==> src/sco_pkg.sv <==
// sco_pkg: shared constants and carrier types of the serializer configuration register bank.
// assumes a management-bus front end that hands over decoded byte-wide register accesses.
// Behaviour
// nrzi coding follows config bit 7 only while its unlock bit is set
// config bit 6 high suppresses payload valid signaling, low provides it
// scrambler follows config bit 4 only while its unlock bit is set
// encoder bypass follows config bit 3 only while its unlock bit is set
// training sequence follows config bit 2 only while its unlock bit is set
// config bits 1:0 are active-low remote sense and encoder enables, pins otherwise
// unlock bit 0 takes config bits 1:0 from the register instead of pins
// unlock bits 4,3,2,1 unlock nrzi, scrambler, encoder bypass, training sequence
// locked config bits still store writes; effective setting stays at pin/default
// clock-delay bit 7 low inserts parallel clock delay, high bypasses it
// power-down bit 7 written one resets the channel, then clears itself
// power-down bit 6 powers down parallel, serializer and always-on clocks
// power-down bit 5 enables the parallel clock receiver, resets to one
// power-down bits 4:0 enable data lanes 4:0, each resets to one
// config, unlock and clock-delay fields reset to zero
// de-emphasis bit 2 selects register level when one, pin level when zero
package sco_pkg;

    localparam int unsigned LANES = 5;

    // register offsets
    localparam logic [7:0] ADDR_DEEMPH = 8'h20;
    localparam logic [7:0] ADDR_CODING = 8'h21;
    localparam logic [7:0] ADDR_UNLOCK = 8'h22;
    localparam logic [7:0] ADDR_CLKDLY = 8'h24;
    localparam logic [7:0] ADDR_PWR    = 8'h26;

    // link_coding_config fields
    localparam int unsigned CFG_NRZI   = 7;
    localparam int unsigned CFG_VALID_OFF = 6;
    localparam int unsigned CFG_SCRAM  = 4;
    localparam int unsigned CFG_BYP    = 3;
    localparam int unsigned CFG_TRAIN  = 2;
    localparam int unsigned CFG_PINS_HI = 1;

    // config_unlock_mask fields
    localparam int unsigned UNL_NRZI  = 4;
    localparam int unsigned UNL_SCRAM = 3;
    localparam int unsigned UNL_BYP   = 2;
    localparam int unsigned UNL_TRAIN = 1;
    localparam int unsigned UNL_PINS  = 0;

    // other fields
    localparam int unsigned DLY_BYP   = 7;
    localparam int unsigned PWR_CHRST = 7;
    localparam int unsigned PWR_CLKPD = 6;
    localparam int unsigned PWR_PCLK  = 5;
    localparam int unsigned DEM_OVR   = 2;

    // writable bits; the rest read as zero
    localparam logic [7:0] MASK_DEEMPH = 8'h07;
    localparam logic [7:0] MASK_CODING = 8'hFF;
    localparam logic [7:0] MASK_UNLOCK = 8'h1F;
    localparam logic [7:0] MASK_CLKDLY = 8'h80;
    localparam logic [7:0] MASK_PWR    = 8'hFF;

    // reset values
    localparam logic [7:0] RST_DEEMPH = 8'h00;
    localparam logic [7:0] RST_CODING = 8'h00;
    localparam logic [7:0] RST_UNLOCK = 8'h00;
    localparam logic [7:0] RST_CLKDLY = 8'h00;
    localparam logic [7:0] RST_PWR    = 8'h3F;
    localparam logic [7:0] RD_NONE    = 8'h00;

    // value of a register-only coding setting while it is locked
    localparam logic DEF_CODING_OFF = 1'b0;

    typedef struct packed {
        logic       wr;
        logic       rd;
        logic [7:0] addr;
        logic [7:0] wdata;
    } sco_req_t;

    typedef struct packed {
        logic             nrzi_en;
        logic             payload_valid_signal_en;
        logic             scrambler_en;
        logic             encoder_bypass;
        logic             training_en;
        logic             remote_sense_en_n;
        logic             dc_encoder_en_n;
        logic             clock_delay_bypass;
        logic             channel_reset;
        logic             clock_power_down;
        logic             parallel_clock_input_en;
        logic [LANES-1:0] parallel_data_lane_en;
        logic [1:0]       deemph_level;
    } sco_eff_t;

endpackage : sco_pkg

==> src/sco_regs.sv <==
// sco_regs: configuration, unlock, clock-delay, power-down and de-emphasis registers
// with effective-setting selection for a parallel-to-serial link transmitter.
// assumes an upstream management-bus front end delivering one-cycle read/write strobes.
`timescale 1ns/1ps
module sco_regs (
    input  wire logic                   ref_clk,
    input  wire logic                   reset,
    input  wire logic                   ce,
    input  wire sco_pkg::sco_req_t      req,
    input  wire logic [1:0]             cfg_pins_async,
    input  wire logic [1:0]             deemph_pins_async,
    output logic [7:0]                  rd_data,
    output logic                        rd_valid,
    output sco_pkg::sco_eff_t           settings
);
    import sco_pkg::*;

    logic [7:0] dem_ff;
    logic [7:0] cod_ff;
    logic [7:0] unl_ff;
    logic [7:0] dly_ff;
    logic [7:0] pwr_ff;
    logic [7:0] rd_data_ff;
    logic       rd_valid_ff;
    sco_eff_t   eff_ff;

    logic [7:0] nxt_dem;
    logic [7:0] nxt_cod;
    logic [7:0] nxt_unl;
    logic [7:0] nxt_dly;
    logic [7:0] nxt_pwr;
    logic [7:0] nxt_rd_data;

    logic [3:0] pins_sync;
    logic [1:0] cfg_pins;
    logic [1:0] dem_pins;

    // a net, since the selectors and the assigns each drive their own fields
    wire sco_eff_t nxt_eff;

    // address decode
    wire hit_dem = (req.addr == ADDR_DEEMPH);
    wire hit_cod = (req.addr == ADDR_CODING);
    wire hit_unl = (req.addr == ADDR_UNLOCK);
    wire hit_dly = (req.addr == ADDR_CLKDLY);
    wire hit_pwr = (req.addr == ADDR_PWR);
    wire hit_any = hit_dem | hit_cod | hit_unl | hit_dly | hit_pwr;

    wire wr_dem = req.wr & hit_dem;
    wire wr_cod = req.wr & hit_cod;
    wire wr_unl = req.wr & hit_unl;
    wire wr_dly = req.wr & hit_dly;
    wire wr_pwr = req.wr & hit_pwr;

    sco_sync #(
        .W (4)
    ) u_pin_sync (
        .ref_clk (ref_clk),
        .reset   (reset),
        .ce      (ce),
        .din     ({cfg_pins_async, deemph_pins_async}),
        .dout    (pins_sync)
    );

    assign cfg_pins = pins_sync[3:2];
    assign dem_pins = pins_sync[1:0];

    // locked bits still take writes so software can stage before unlocking
    assign nxt_cod = wr_cod ? (req.wdata & MASK_CODING) : cod_ff;
    assign nxt_unl = wr_unl ? (req.wdata & MASK_UNLOCK) : unl_ff;
    assign nxt_dly = wr_dly ? (req.wdata & MASK_CLKDLY) : dly_ff;
    assign nxt_dem = wr_dem ? (req.wdata & MASK_DEEMPH) : dem_ff;

    // channel reset lasts one enabled cycle; a new write re-arms it
    assign nxt_pwr = wr_pwr ? (req.wdata & MASK_PWR)
                            : {1'b0, pwr_ff[PWR_CHRST-1:0]};

    assign nxt_rd_data = hit_dem ? dem_ff :
                         hit_cod ? cod_ff :
                         hit_unl ? unl_ff :
                         hit_dly ? dly_ff :
                         hit_pwr ? pwr_ff : RD_NONE;

    // effective-setting selection
    sco_select #(
        .W (1)
    ) u_sel_nrzi (
        .unlock  (unl_ff[UNL_NRZI]),
        .reg_val (cod_ff[CFG_NRZI]),
        .pin_val (DEF_CODING_OFF),
        .eff_val (nxt_eff.nrzi_en)
    ); // see R1

    sco_select #(
        .W (1)
    ) u_sel_scram (
        .unlock  (unl_ff[UNL_SCRAM]),
        .reg_val (cod_ff[CFG_SCRAM]),
        .pin_val (DEF_CODING_OFF),
        .eff_val (nxt_eff.scrambler_en)
    ); // see R3

    sco_select #(
        .W (1)
    ) u_sel_byp (
        .unlock  (unl_ff[UNL_BYP]),
        .reg_val (cod_ff[CFG_BYP]),
        .pin_val (DEF_CODING_OFF),
        .eff_val (nxt_eff.encoder_bypass)
    ); // see R4

    sco_select #(
        .W (1)
    ) u_sel_train (
        .unlock  (unl_ff[UNL_TRAIN]),
        .reg_val (cod_ff[CFG_TRAIN]),
        .pin_val (DEF_CODING_OFF),
        .eff_val (nxt_eff.training_en)
    ); // see R5

    sco_select #(
        .W (2)
    ) u_sel_pins (
        .unlock  (unl_ff[UNL_PINS]),
        .reg_val (cod_ff[CFG_PINS_HI:0]),
        .pin_val (cfg_pins),
        .eff_val ({nxt_eff.remote_sense_en_n, nxt_eff.dc_encoder_en_n})
    ); // see R6

    sco_select #(
        .W (2)
    ) u_sel_dem (
        .unlock  (dem_ff[DEM_OVR]),
        .reg_val (dem_ff[1:0]),
        .pin_val (dem_pins),
        .eff_val (nxt_eff.deemph_level)
    );

    assign nxt_eff.payload_valid_signal_en = ~cod_ff[CFG_VALID_OFF];
    assign nxt_eff.clock_delay_bypass      = dly_ff[DLY_BYP];
    assign nxt_eff.channel_reset           = pwr_ff[PWR_CHRST];
    assign nxt_eff.clock_power_down        = pwr_ff[PWR_CLKPD];
    assign nxt_eff.parallel_clock_input_en = pwr_ff[PWR_PCLK];
    assign nxt_eff.parallel_data_lane_en   = pwr_ff[LANES-1:0];

    always_ff @(posedge ref_clk) begin
        if (reset) begin
            dem_ff <= RST_DEEMPH;
            cod_ff <= RST_CODING;
            unl_ff <= RST_UNLOCK;
            dly_ff <= RST_CLKDLY;
            pwr_ff <= RST_PWR; // see R13
        end else if (ce) begin
            dem_ff <= nxt_dem;
            cod_ff <= nxt_cod;
            unl_ff <= nxt_unl;
            dly_ff <= nxt_dly;
            pwr_ff <= nxt_pwr;
        end
    end

    always_ff @(posedge ref_clk) begin
        if (reset) begin
            rd_data_ff  <= RD_NONE;
            rd_valid_ff <= 1'b0;
        end else if (ce) begin
            rd_data_ff  <= req.rd ? nxt_rd_data : rd_data_ff;
            rd_valid_ff <= req.rd;
        end
    end

    // effective settings are registered so every output leaves a flop
    always_ff @(posedge ref_clk) begin
        if (reset) begin
            // pin fields start at the synchroniser's cleared level
            eff_ff <= '{nrzi_en:                 DEF_CODING_OFF,
                        payload_valid_signal_en: ~RST_CODING[CFG_VALID_OFF],
                        scrambler_en:            DEF_CODING_OFF,
                        encoder_bypass:          DEF_CODING_OFF,
                        training_en:             DEF_CODING_OFF,
                        remote_sense_en_n:       1'b0,
                        dc_encoder_en_n:         1'b0,
                        clock_delay_bypass:      RST_CLKDLY[DLY_BYP],
                        channel_reset:           RST_PWR[PWR_CHRST],
                        clock_power_down:        RST_PWR[PWR_CLKPD],
                        parallel_clock_input_en: RST_PWR[PWR_PCLK],
                        parallel_data_lane_en:   RST_PWR[LANES-1:0],
                        deemph_level:            2'h0};
        end else if (ce) begin
            eff_ff <= nxt_eff;
        end
    end

    assign rd_data  = rd_data_ff;
    assign rd_valid = rd_valid_ff;
    assign settings = eff_ff;
endmodule : sco_regs

==> src/sco_select.sv <==
// sco_select: picks the register value when unlocked, else the pin or default value.
// assumes a purely combinational use inside the register bank.
`timescale 1ns/1ps
module sco_select #(
    parameter int unsigned W = 1
) (
    input  wire logic         unlock,
    input  wire logic [W-1:0] reg_val,
    input  wire logic [W-1:0] pin_val,
    output logic      [W-1:0] eff_val
);
    assign eff_val = unlock ? reg_val : pin_val;
endmodule : sco_select

==> src/sco_sync.sv <==
// sco_sync: two-flop synchroniser for slow configuration pins.
// assumes pins change rarely; multi-bit skew settles within a cycle.
`timescale 1ns/1ps
module sco_sync #(
    parameter int unsigned W = 1
) (
    input  wire logic         ref_clk,
    input  wire logic         reset,
    input  wire logic         ce,
    input  wire logic [W-1:0] din,
    output logic      [W-1:0] dout
);
    logic [W-1:0] meta_ff;
    logic [W-1:0] sync_ff;

    always_ff @(posedge ref_clk) begin
        if (reset) begin
            meta_ff <= '0;
            sync_ff <= '0;
        end else if (ce) begin
            meta_ff <= din;
            sync_ff <= meta_ff;
        end
    end

    assign dout = sync_ff;
endmodule : sco_sync
==> config.mk <==
export PLATFORM = sky130hd
export DESIGN_NAME = sco_regs
export DESIGN_NICKNAME = d
export VERILOG_FILES = /design/src/sco_pkg.sv /design/src/sco_regs.sv /design/src/sco_select.sv /design/src/sco_sync.sv
export SDC_FILE = /design/constraint.sdc
export NUM_CORES = 1
export LEC_CHECK = 0
export BUFFER_PORTS_ARGS = -buffer_cell sky130_fd_sc_hd__buf_2
export CORE_MARGIN = 3
export CORE_UTILIZATION = 48
export CTS_CLUSTER_DIAMETER = 100
export DETAILED_ROUTE_END_ITERATION = 16
export PLACE_DENSITY_LB_ADDON = 0.05
export SLEW_MARGIN = 5
export SYNTH_ARGS = -nofsm -noshare
export SYNTH_HDL_FRONTEND = slang
export SYNTH_SLANG_ARGS = --single-unit
==> constraint.sdc <==
create_clock -name ref_clk -period 1.4 [get_ports ref_clk]
set_input_delay 0.07 -clock ref_clk [delete_from_list [all_inputs] [get_ports ref_clk]]
set_output_delay 0.07 -clock ref_clk [all_outputs]
set_load 0.005 [all_outputs]
Yosys cells after proc, flatten, opt, wreduce, memory -nomap -nowiden
Index checks and enable logic that the tools add are counted.
{"block": "totals", "elab_cells": 52, "ff_bits": 60, "out_inout_bits": 27}
{"block": "classes", "n_reduce_logical": 6, "bitwise": 6, "eq_ne": 5, "n_mux": 12}
{"cell": "$mux 8", "n": 6}
{"cell": "$eq 8x6->1 const B", "n": 5}
{"cell": "$reduce_and 2->1", "n": 6}
{"cell": "$and 1x1->1", "n": 5}
{"cell": "$mux 1", "n": 4}
{"cell": "$mux 2", "n": 2}
{"cell": "$not 1->1", "n": 1}

Logic depth before layout (Yosys ltp)
Gate-level depths: netlist of run 1.
{"block": "logic_depth", "word_depth": 6, "ltp_mapped": 6}

By module
A second synthesis of run 1 with hierarchy kept.
{"block": "unflattened", "cells_unflattened": 268, "hier_area_um2": 2583.7}
{"module": "sco_regs", "n_inst": 1, "area_per_inst_um2": 2193.4, "cells_per_inst": 234}
{"module": "sco_sync", "n_inst": 1, "area_per_inst_um2": 285.3, "cells_per_inst": 26}
{"module": "sco_select (u_sel_byp ...)", "n_inst": 4, "area_per_inst_um2": 15.0, "cells_per_inst": 1}
{"module": "sco_select (u_sel_dem ...)", "n_inst": 2, "area_per_inst_um2": 22.5, "cells_per_inst": 2}

Least setup slack after synthesis of run 1
OpenSTA, ideal clock, no wires.
{"block": "synth_timing", "kind": "input-to-reg", "from": "in req[15] (netlist name)", "to": "reg unl_ff[4]", "setup_ps": 128, "setup_slack_ps": -74, "required_ps": 1272, "arrival_ps": 1347, "stages": 5, "path_buffers": 1, "path_cell_list": "or4b_4 -> or3b_1 -> buf_6 -> mux2i_1 -> nor2_1"}
{"block": "synth_between", "elab_chain_len": 3}
{"element": "start: declaration", "line": "sco_regs.sv:9", "rtl": "input wire sco_pkg::sco_req_t req,"}
{"element": "$eq 8x6->1", "line": "sco_regs.sv:44", "rtl": "wire hit_unl = (req.addr == ADDR_UNLOCK);"}
{"element": "$and 1x1->1", "line": "sco_regs.sv:51", "rtl": "wire wr_unl = req.wr & hit_unl;"}
{"element": "$reduce_and 2->1 (no line)"}
{"element": "end signal: assignment", "line": "sco_regs.sv:156", "rtl": "unl_ff <= nxt_unl;"}
{"element": "end: declaration", "line": "sco_regs.sv:20", "rtl": "logic [7:0] unl_ff;"}
No other way between the ends.
A chain may end at the register's enable or synchronous reset.

Final worst setup path of run 1
{"block": "layout_timing", "from": "in req[15] (netlist name)", "to": "reg unl_ff[2]"}
The elaborated chain is that of the path after synthesis.

==> results of run 1 <==
[final timing paths]
| kind | startpoint | endpoint | slack, ps | depth (start not counted) |
|---|---|---|---|---|
| max | req[15] | unl_ff[2]$_SDFFE_PP0P_ | 130 | 5 |
| min | req[4] | cod_ff[4]$_SDFFE_PP0P_ | 9 | 3 |
| max reg2reg | pwr_ff[1]$_SDFFE_PP1P_ | rd_data[1]$_SDFFE_PP0P_ | 430 | 4 |
| min reg2reg | settings[13]$_SDFFE_PP0P_ | settings[13]$_SDFFE_PP0P_ | 460 | 2 |
[per-layer routing]
metal | share of wire, % | vias up | wire length [µm] | GRT usage [%]
met3 | 5.6 | 11 | 332 | 5.80
met5 | 0 | - | 0 | 0
met4 | 1.4 | 0 | 83 | 10.1
met2 | 42 | 52 | 2470 | 30.0
met1 | 51 | 972 | 3020 | 29.8
li1 | - | 1077 | - | -
[through the flow]
stage	cells	hold WS [ps]
floorplan	263	200
global placement	384	303
detailed placement	384	314
CTS	408	8.46
global route	408	22.6
finish	408	9.43
[cell usage in the layout (no fill, tap or decap), drive strengths merged, types with 2 or more instances in the layout]
master,instances
buf,73
dfxtp,60
nor2,46
mux2i,42
nand2,15
clkbuf,15
a21oi,13
nor3,10
nand3,9
nand2b,8
dlygate4sd3,8
a211oi,6
a32o,4
o21ai,3
a22oi,3
nand4b,2
nor3b,2
a31o,2
a31oi,2
o31ai,2
o22ai,2
clkinv,2
nor4,2
[area by class of cell]
class	count	area share [%]
Timing Repair Buffer	81	16.2
Inverter	1	0.118
Sequential cell	60	37.9
Multi-Input combinational cell	183	37.5
Clock inverter	1	0.158
Clock buffer	15	5.56
Tap cell	67	2.64
[timing repair]
action                                  CTS  global route
endpoints found under the setup margin    0             1
gates resized for setup                   0             1
hold buffers                              8             0
endpoints found under the hold margin     9             0
[cell families (layout without fill, tap and decap cells)]
group	count (synthesis)	count (layout)	synth area share (%)
AO/OA/AOI/OAI	40	40	11.0
multiplexers	42	42	17.0
buffers and inverters	20	98	3.45
flip-flops	60	60	48.7
AND/OR/NAND/NOR	101	101	19.9
[tightest hold or removal path: stages]
cell,delay (ps)
buf_2,110
mux2i_1,60
nor2_1,70
[report_power, final]
group / total [mW] / leakage (nW) / internal [mW] / switching [mW]
sequential: 1.74 / 0.486 / 1.73 / 0.00977
combinational: 0.268 / 0.850 / 0.122 / 0.146
clock: 1.42 / 0.0937 / 0.787 / 0.631
total: 3.42 / 1.43 / 2.64 / 0.787
[sequential cells by signal, summed over array words and instances (netlist names)]
name / cells
u_pin_sync.meta_ff: 4
settings: 18
rd_valid: 1
dly_ff: 1
cod_ff: 8
rd_data: 8
dem_ff: 3
pwr_ff: 8
u_pin_sync.dout: 4
unl_ff: 5
==> qor.yml, run 1 <==
clockRootBuffer: "clkbuf_8"
drive_gt1_share_pct: 27.0
ir_drop_v: 0.000717
start_kind: "input port"
critPathCaptureType: "flop"
synth-seq-cells: 60
finalPower_mw: 3.42
status: "completed"
cts_buffer_depth: 2
num_rows: 25
critPathKind: "input port to flop"
powerDensity_nw_per_um2: 1080
seq_area_um2: 1200
h-tree-depth: 3
grt_util_all_layers_pct: 21.3
nNetsFinal: 361
ys_types: 35
worstSkewPairLatency_ps: 340
vias_per_cell: 5.18
tightest_slew_ps: 435
pre_cts_ws_ps: -270
required_ps: 1610
place_hpwl_um: 4190
io_pins: 52
fin_crit_ps: 1270
netlist_area_um2: 2470
design_area_um2: 3170
area_growth_pct: 28.5
setup_slack_ps: 127
grt_pass1_wl_um: 9940
syn_inst: 263
core_um2: 4850
critPathBufInv: 1
synth_top_area_share_pct: 48.7
hold_path.class: "input port to flop"
clkTransAtPathRegs_ps: 60
crit_chain: "buf_2, or4b_4, or3b_1, mux2i_1, nor2_1"
slew_violations: 0
synth_flop_cell: "dfxtp_1"
fin_worst_skew_ps: 5.88
grt_max_degree: 44
grt_pass1_vias: 2027
place_area_um2: 2900
cts_made_buffers: 9
cp_top_family: "simple AND/OR/NAND/NOR gates"
routed_wl_um: 5900
synth_enable_flop_cells: 0
synth_common_cells: "dfxtp_1 (60), nor2_1 (46), mux2i_1 (42), nand2_1 (15)"
clock-sinks: 60
drt_iter0_markers: 179
finalCritPeriodShare_pct: 90.9
ys_async_sr_fraction_pct: 0
fin_setup_tns_ps: 0
rsz0062_at_grt: "false"
syn-num-nets: 288
ant_nets: 0
port-buffer-count: 51
cts_tree: "built"
power.leakage_nw: 1.43
grt-ovfl-total: 0
die_height_um: 77.7
synth.area.top_cells: "dfxtp_1 (49%), mux2i_1 (17%), nor2_1 (7.0%)"
die_area_um2: 6040
yosys.area.top_type: "dfxtp_1"
fmax_ghz: 0.786
start_util_pct: 50.9
crit_slowest_cell: "or4b_4"
yosysWarnings: 0
drtPass1Iterations: 4
fillers: 423
antenna_found_initial: 0
multi_input_area_um2: 1190
cap_viol_max_count: 0
synthMostInstantiatedCell: "dfxtp_1"
setup_viol: 0
antenna_cells: 0
synth-seq-area-share_pct: 48.7
max_slew_margin_pct: 71.0
vias: 2112
cp_max_fo: 5
drcViolationCount: 0
wire_per_inst_um: 14.5
crit_arrival_ps: 1480
gp_congestion: 0.787
avgSynthCellArea_um2: 9.38
post-cts-setup-buffers: 0
cpPeakStageDelay_ps: 560
hold_violations: 0
final_core_util_pct: 65.4
dieWidth_um: 77.7
(Power assumes the default switching activity.)
==> inputs of run 2 (changes only) <==
- CORE_UTILIZATION: 48 -> 49
- SYNTH_HIERARCHICAL: default -> 1
==> qor.yml, run 2 <==
largest_reg_flops: 18  # unchanged
synth-seq-cells: 60  # unchanged
status: "completed"  # unchanged
busiest_layer: "met2"  # unchanged
nNetsFinal: 365  # was 361
ys_types: 41  # was 35
synth_common_cells: "dfxtp_1 (60), nor2_1 (50), mux2i_1 (40), a21oi_1 (13), clkbuf_1 (12)"  # was dfxtp_1 (60), nor2_1 (46), mux2i_1 (42), nand2_1 (15)
netlist_area_um2: 2580  # was 2470 µm²
grt_use_met1_pct: 27.5  # was 29.8%
yosys.area.top_type: "dfxtp_1"  # unchanged
synth-compound-area-share_pct: 10.4  # was 11.0%
crit_chain: "or3b_4, o211ai_1, o311ai_2, a2111oi_2"  # was buf_2, or4b_4, or3b_1, mux2i_1, nor2_1
grt_pass1_wl_um: 9860  # was 9940 µm
critPathCaptureType: "flop"  # unchanged
synth_flop_cell: "dfxtp_1"  # unchanged
fillers: 430  # was 423
drcViolationCount: 0  # unchanged
fin_cells: 410  # was 408
cts_buffer_depth: 2  # unchanged
layout_common_cells: "dfxtp_1 (58), buf_2 (51), nor2_1 (50), mux2i_1 (40), buf_4 (21)"  # was dfxtp_1 (60), buf_2 (51), nor2_1 (46), mux2i_1 (42), buf_4 (21)
synthMuxAreaShare_pct: 19.6  # was 17.0%
required_ps: 1620  # was 1610 ps
grt_use_met3_pct: 3.67  # was 5.80%
layout_commonest_cell: "dfxtp_1"  # unchanged
port-buffer-count: 51  # unchanged
ant_nets: 0  # unchanged
finalCritPeriodShare_pct: 98.4  # was 90.9%
core_um2: 4910  # was 4850 µm²
grt_max_degree: 27  # was 44
hold_violations: 0  # unchanged
synth_xor_xnor_area_share_pct: 0  # unchanged
fmax_ghz: 0.726  # was 0.786 GHz
cts_made_buffers: 9  # unchanged
cp_max_fo: 2  # was 5
synth_simple_gate_area_share_pct: 20.0  # was 19.9%
post-cts-setup-buffers: 0  # unchanged
h-tree-depth: 3  # unchanged
cpPeakStageDelay_ps: 370  # was 560 ps
synth.area.top_cells: "dfxtp_1 (46%), mux2i_1 (15%), nor2_1 (7.3%)"  # was dfxtp_1 (49%), mux2i_1 (17%), nor2_1 (7.0%)
die_area_um2: 6180  # was 6040 µm²
yosysWarnings: 6  # was 0
routed_wl_um: 5980  # was 5900 µm
multi_input_area_um2: 1330  # was 1190 µm²
powerDensity_nw_per_um2: 1030  # was 1080 nW/µm²
yosys.area_share.adder_pct: 0  # unchanged
clock-sinks: 60  # unchanged
synthMostInstantiatedCell: "dfxtp_1"  # unchanged
start_util_pct: 52.6  # was 50.9%
area_growth_pct: 25.5  # was 28.5%
num_rows: 25  # unchanged
synth_top_family_by_area: "simple AND/OR/NAND/NOR gates"  # unchanged
gp_congestion: 0.851  # was 0.787
dieWidth_um: 78.6  # was 77.7 µm
place_hpwl_um: 4330  # was 4190 µm
hold_path.class: "input port to flop"  # unchanged
syn_inst: 268  # was 263
cts_tree: "built"  # unchanged
synth-seq-area-share_pct: 46.5  # was 48.7%
ys_async_sr_fraction_pct: 0  # unchanged
setup_viol: 0  # unchanged
drt_iter0_markers: 114  # was 179
antenna_found_initial: 0  # unchanged
grtUsageMet2_pct: 31.7  # was 30.0%
io_pins: 52  # unchanged
slew_violations: 0  # unchanged
start_kind: "flop"  # was input port
clkTransAtPathRegs_ps: 60  # about the same
seq_area_um2: 1200  # about the same
synth_enable_flop_cells: 0  # unchanged
synth_top_area_share_pct: 46.5  # was 48.7%
vias: 2140  # was 2112
wire_per_inst_um: 14.6  # was 14.5 µm
crit_arrival_ps: 1600  # was 1480 ps
finalPower_mw: 3.36  # was 3.42 mW
grt-ovfl-total: 0  # unchanged
worstSkewPairLatency_ps: 330  # was 340 ps
critPathKind: "flop to flop"  # was input port to flop
fin_crit_ps: 1380  # was 1270 ps
drive_gt1_share_pct: 30.0  # was 27.0%
grt_util_all_layers_pct: 20.6  # was 21.3%
crit_slowest_cell: "or3b_4"  # was or4b_4
die_height_um: 78.6  # was 77.7 µm
vias_per_cell: 5.22  # was 5.18
drtPass1Iterations: 4  # unchanged
grt_pass1_vias: 2025  # was 2027
ir_drop_v: 0.000811  # was 0.000717 V
power.leakage_nw: 1.52  # was 1.43 nW
rsz0062_at_grt: "true"  # was false
fin_worst_skew_ps: 4.25  # was 5.88 ps
clockRootBuffer: "clkbuf_8"  # unchanged
cap_viol_max_count: 0  # unchanged
antenna_cells: 0  # unchanged
dp_cells: 390  # was 384
avgSynthCellArea_um2: 9.64  # was 9.38 µm²
## run 2: cell types whose count changed in the layout (fill, tap and decap cells not counted), moves of 4 or more
| cell | before | now |
|---|---|---|
| nand2_1 | 15 | 8 |
| a211o_1 | 0 | 6 |
| a211oi_1 | 6 | 0 |
| nor2b_1 | 1 | 7 |
| conb_1 | 0 | 4 |
| mux2_2 | 0 | 4 |
| mux2_4 | 0 | 4 |
| nor2_1 | 46 | 50 |
## run 2: report_power, final
group          internal [mW]  switching [mW]  leakage (nW)  total (mW)
Sequential              1.74          0.0146         0.488        1.76
Clock                  0.661           0.622        0.0848        1.28
Combinational          0.151           0.167         0.950       0.318
Total                   2.55           0.803          1.52        3.36
## run 2: final cells by class
cell class / count / share of cell area [%]
Multi-Input combinational cell: 191 / 40.9
Sequential cell: 60 / 37.1
Timing Repair Buffer: 78 / 14.6
Clock buffer: 11 / 4.36
Tap cell: 67 / 2.58
Clock inverter: 3 / 0.463
## run 2: cell families (layout without fill, tap and decap cells)
| logic type | count (synthesis) | count (layout) |
|---|---|---|
| buffers and inverters | 20 | 92 |
| AND/OR/NAND/NOR | 101 | 101 |
| flip-flops | 60 | 60 |
| AO/OA/AOI/OAI | 38 | 38 |
| multiplexers | 48 | 48 |
| other | 1 | 4 |
## run 2: path summary, 6_finish.rpt
path                                         startpoint                      end  slack, ps  depth (start not counted)
worst max register to register   unl_ff[0]$_SDFFE_PP0P_  rd_data[0]$_SDFFE_PP0P_         20                          4
worst max-delay path             unl_ff[0]$_SDFFE_PP0P_  rd_data[0]$_SDFFE_PP0P_         20                          4
worst min register to register  rd_data[2]$_SDFFE_PP0P_  rd_data[2]$_SDFFE_PP0P_        450                          2
worst min-delay path                             req[7]   dly_ff[7]$_SDFFE_PP0P_         10                          3
## run 2: per-stage QoR
stage	instance area, µm²	setup TNS [ps]	worst slack, ps	utilization [%]	hold slack, ps
floorplan	2590	0	4.29	-	214
global placement	3000	0	10.6	61.1	308
detailed placement	3000	-7.37	-7.37	61.1	324
CTS	3230	-6.49	-6.49	65.7	3.50
global route	3240	-130	-73.4	66.0	22.0
finish	3240	0	22.4	66.0	14.2
## run 2: routing by layer
metal | part of all wire [%] | up-vias
met3 | 5.4 | 13
met2 | 43 | 64
met4 | 2.1 | 0
li1 | - | 1087
met1 | 49 | 976
met5 | 0 | -
## run 2: critical path, delay by kind of cell, from the launching register on
kind | cells | cell delay, ps
compound gates | 3 | 590
simple gates | 1 | 370
flops | 1 | 320
## run 2: timing repair
action                                  CTS  global route
gates resized for setup                   4             3
pin swaps                                 4             2
hold endpoints to repair                  8             0
hold buffers                              6             0
endpoints found under the setup margin    2             2
==> inputs of run 3 (changes only) <==
- BUFFER_PORTS_ARGS: -buffer_cell sky130_fd_sc_hd__buf_2 -> -buffer_cell sky130_fd_sc_hd__clkbuf_2
==> qor.yml, run 3 (same netlist as run 2, synthesis figures left out) <==
status: "completed"  # unchanged
start_kind: "flop"  # unchanged
die_height_um: 78.6  # unchanged
cts_tree: "built"  # unchanged
fin_crit_ps: 1330  # was 1380 ps
clockRootBuffer: "clkbuf_8"  # unchanged
vias: 2164  # was 2140
setup_slack_ps: 71.0  # was 22.4 ps
grt_use_met3_pct: 4.36  # was 3.67%
fmax_ghz: 0.752  # was 0.726 GHz
ant_nets: 0  # unchanged
vias_per_cell: 5.21  # was 5.22
finalCritPeriodShare_pct: 94.9  # was 98.4%
crit_arrival_ps: 1550  # was 1600 ps
grtUsageMet2_pct: 31.7  # about the same
hold_path.class: "input port to flop"  # unchanged
min_from: "req[7]"  # unchanged
powerDensity_nw_per_um2: 1040  # was 1030 nW/µm²
pre_cts_ws_ps: -8.35  # was -7.37 ps
min_path_cells: 3  # unchanged
clkTransAtPathRegs_ps: 60  # about the same
place_area_um2: 3020  # was 3000 µm²
wire_per_inst_um: 14.7  # was 14.6 µm
rsz0062_at_grt: "true"  # unchanged
grt_use_met1_pct: 29.1  # was 27.5%
cts_buffer_depth: 2  # unchanged
design_area_um2: 3290  # was 3240 µm²
worstSkewPairLatency_ps: 330  # about the same
fin_cells: 415  # was 410
start_util_pct: 52.6  # unchanged
h-tree-depth: 3  # unchanged
worst_hold_path.endpoint: "dly_ff[7]$_SDFFE_PP0P_"  # unchanged
cpPeakStageDelay_ps: 360  # was 370 ps
r2r_cells: 4  # unchanged
crit_chain: "or3b_4, o211ai_1, o311ai_1, a2111oi_1"  # was or3b_4, o211ai_1, o311ai_2, a2111oi_2
antenna_found_initial: 0  # unchanged
io_pins: 52  # unchanged
drcViolationCount: 0  # unchanged
port-buffer-count: 51  # unchanged
hold_violations: 0  # unchanged
layout_common_cells: "dfxtp_1 (58), clkbuf_2 (51), nor2_1 (50), mux2i_1 (40), buf_4 (22)"  # was dfxtp_1 (58), buf_2 (51), nor2_1 (50), mux2i_1 (40), buf_4 (21)
cts_made_buffers: 9  # unchanged
final_core_util_pct: 66.9  # was 66.0%
critPathCaptureType: "flop"  # unchanged
busiest_layer: "met2"  # unchanged
dp_cells: 391  # was 390
antenna_cells: 0  # unchanged
nNetsFinal: 369  # was 365
grt_util_all_layers_pct: 21.5  # was 20.6%
slew_violations: 0  # unchanged
required_ps: 1620  # about the same
r2r_start: "unl_ff[0]$_SDFFE_PP0P_"  # unchanged
grt_pass1_wl_um: 10200  # was 9860 µm
setup_viol: 0  # unchanged
layout_commonest_cell: "dfxtp_1"  # unchanged
num_rows: 25  # unchanged
area_growth_pct: 27.2  # was 25.5%
core_um2: 4910  # unchanged
cap_viol_max_count: 0  # unchanged
drt_iter0_markers: 94  # was 114
ir_drop_v: 0.000671  # was 0.000811 V
routed_wl_um: 6100  # was 5980 µm
critPathKind: "flop to flop"  # unchanged
drive_gt1_share_pct: 29.3  # was 30.0%
grt-ovfl-total: 0  # unchanged
place_hpwl_um: 4370  # was 4330 µm
power.leakage_nw: 1.55  # was 1.52 nW
grt_max_degree: 28  # was 27
reg2reg_to: "rd_data[0]$_SDFFE_PP0P_"  # unchanged
largest_reg_flops: 18  # unchanged
dieWidth_um: 78.6  # unchanged
fin_worst_skew_ps: 3.87  # was 4.25 ps
cp_max_fo: 2  # unchanged
grt_pass1_vias: 2087  # was 2025
rrSetupSlack_ps: 70  # was 20 ps
gp_congestion: 0.812  # was 0.851
die_area_um2: 6180  # unchanged
crit_slowest_cell: "or3b_4"  # unchanged
drtPass1Iterations: 5  # was 4
clock-sinks: 60  # unchanged
[run 3: cell type report]
class / instances / area (µm²)
Fill cell: 420 / 1630
Multi-Input combinational cell: 191 / 1310
Sequential cell: 60 / 1200
Clock buffer: 13 / 159
Tap cell: 67 / 83.8
Clock inverter: 2 / 10.0
Timing Repair Buffer: 82 / 520
[run 3: worst max-delay path by stage]
stage	cells after the start	to	start
floorplan	4	rd_data[0]$_SDFFE_PP0P_	unl_ff[0]$_SDFFE_PP0P_
global placement	4	rd_data[1]$_SDFFE_PP0P_	unl_ff[1]$_SDFFE_PP0P_
detailed placement	4	rd_data[0]$_SDFFE_PP0P_	unl_ff[0]$_SDFFE_PP0P_
CTS	4	rd_data[0]$_SDFFE_PP0P_	unl_ff[0]$_SDFFE_PP0P_
global route	4	rd_data[1]$_SDFFE_PP0P_	unl_ff[1]$_SDFFE_PP0P_
finish	4	rd_data[0]$_SDFFE_PP0P_	unl_ff[0]$_SDFFE_PP0P_
[run 3: per-stage QoR]
stage / hold slack [ps] / power (mW) / TNS, ps
floorplan: 214 / 1.97 / 0
global placement: 307 / 2.10 / 0
detailed placement: 316 / 2.10 / -8.35
CTS: 8.58 / 3.46 / 0
global route: 28.2 / 3.57 / -30.4
finish: 20.2 / 3.42 / 0
[run 3: report_power, final]
group / internal (mW) / total [mW] / switching (mW)
combinational: 0.158 / 0.324 / 0.166
sequential: 1.74 / 1.76 / 0.0159
clock: 0.724 / 1.33 / 0.611
[run 3: critical path: cells and delay by family (launching register included)]
kind	cells	cell delay, ps
AOI/OAI and AO/OA	3	550
DFF	1	320
and+or+nand+nor	1	360
[run 3: what timing repair did]
action                     in CTS  in global routing
setup buffers                   1                  0
resized for setup               4                  0
hold endpoints to repair       10                  0
hold buffers                    8                  0
pin swaps                       4                  2
setup endpoints to repair       2                  2
[run 3: metal layers]
metal	routed length [µm]	share of wire, %
met5	0	0
met4	82	1.3
met3	369	6.0
met2	2650	43
met1	3000	49
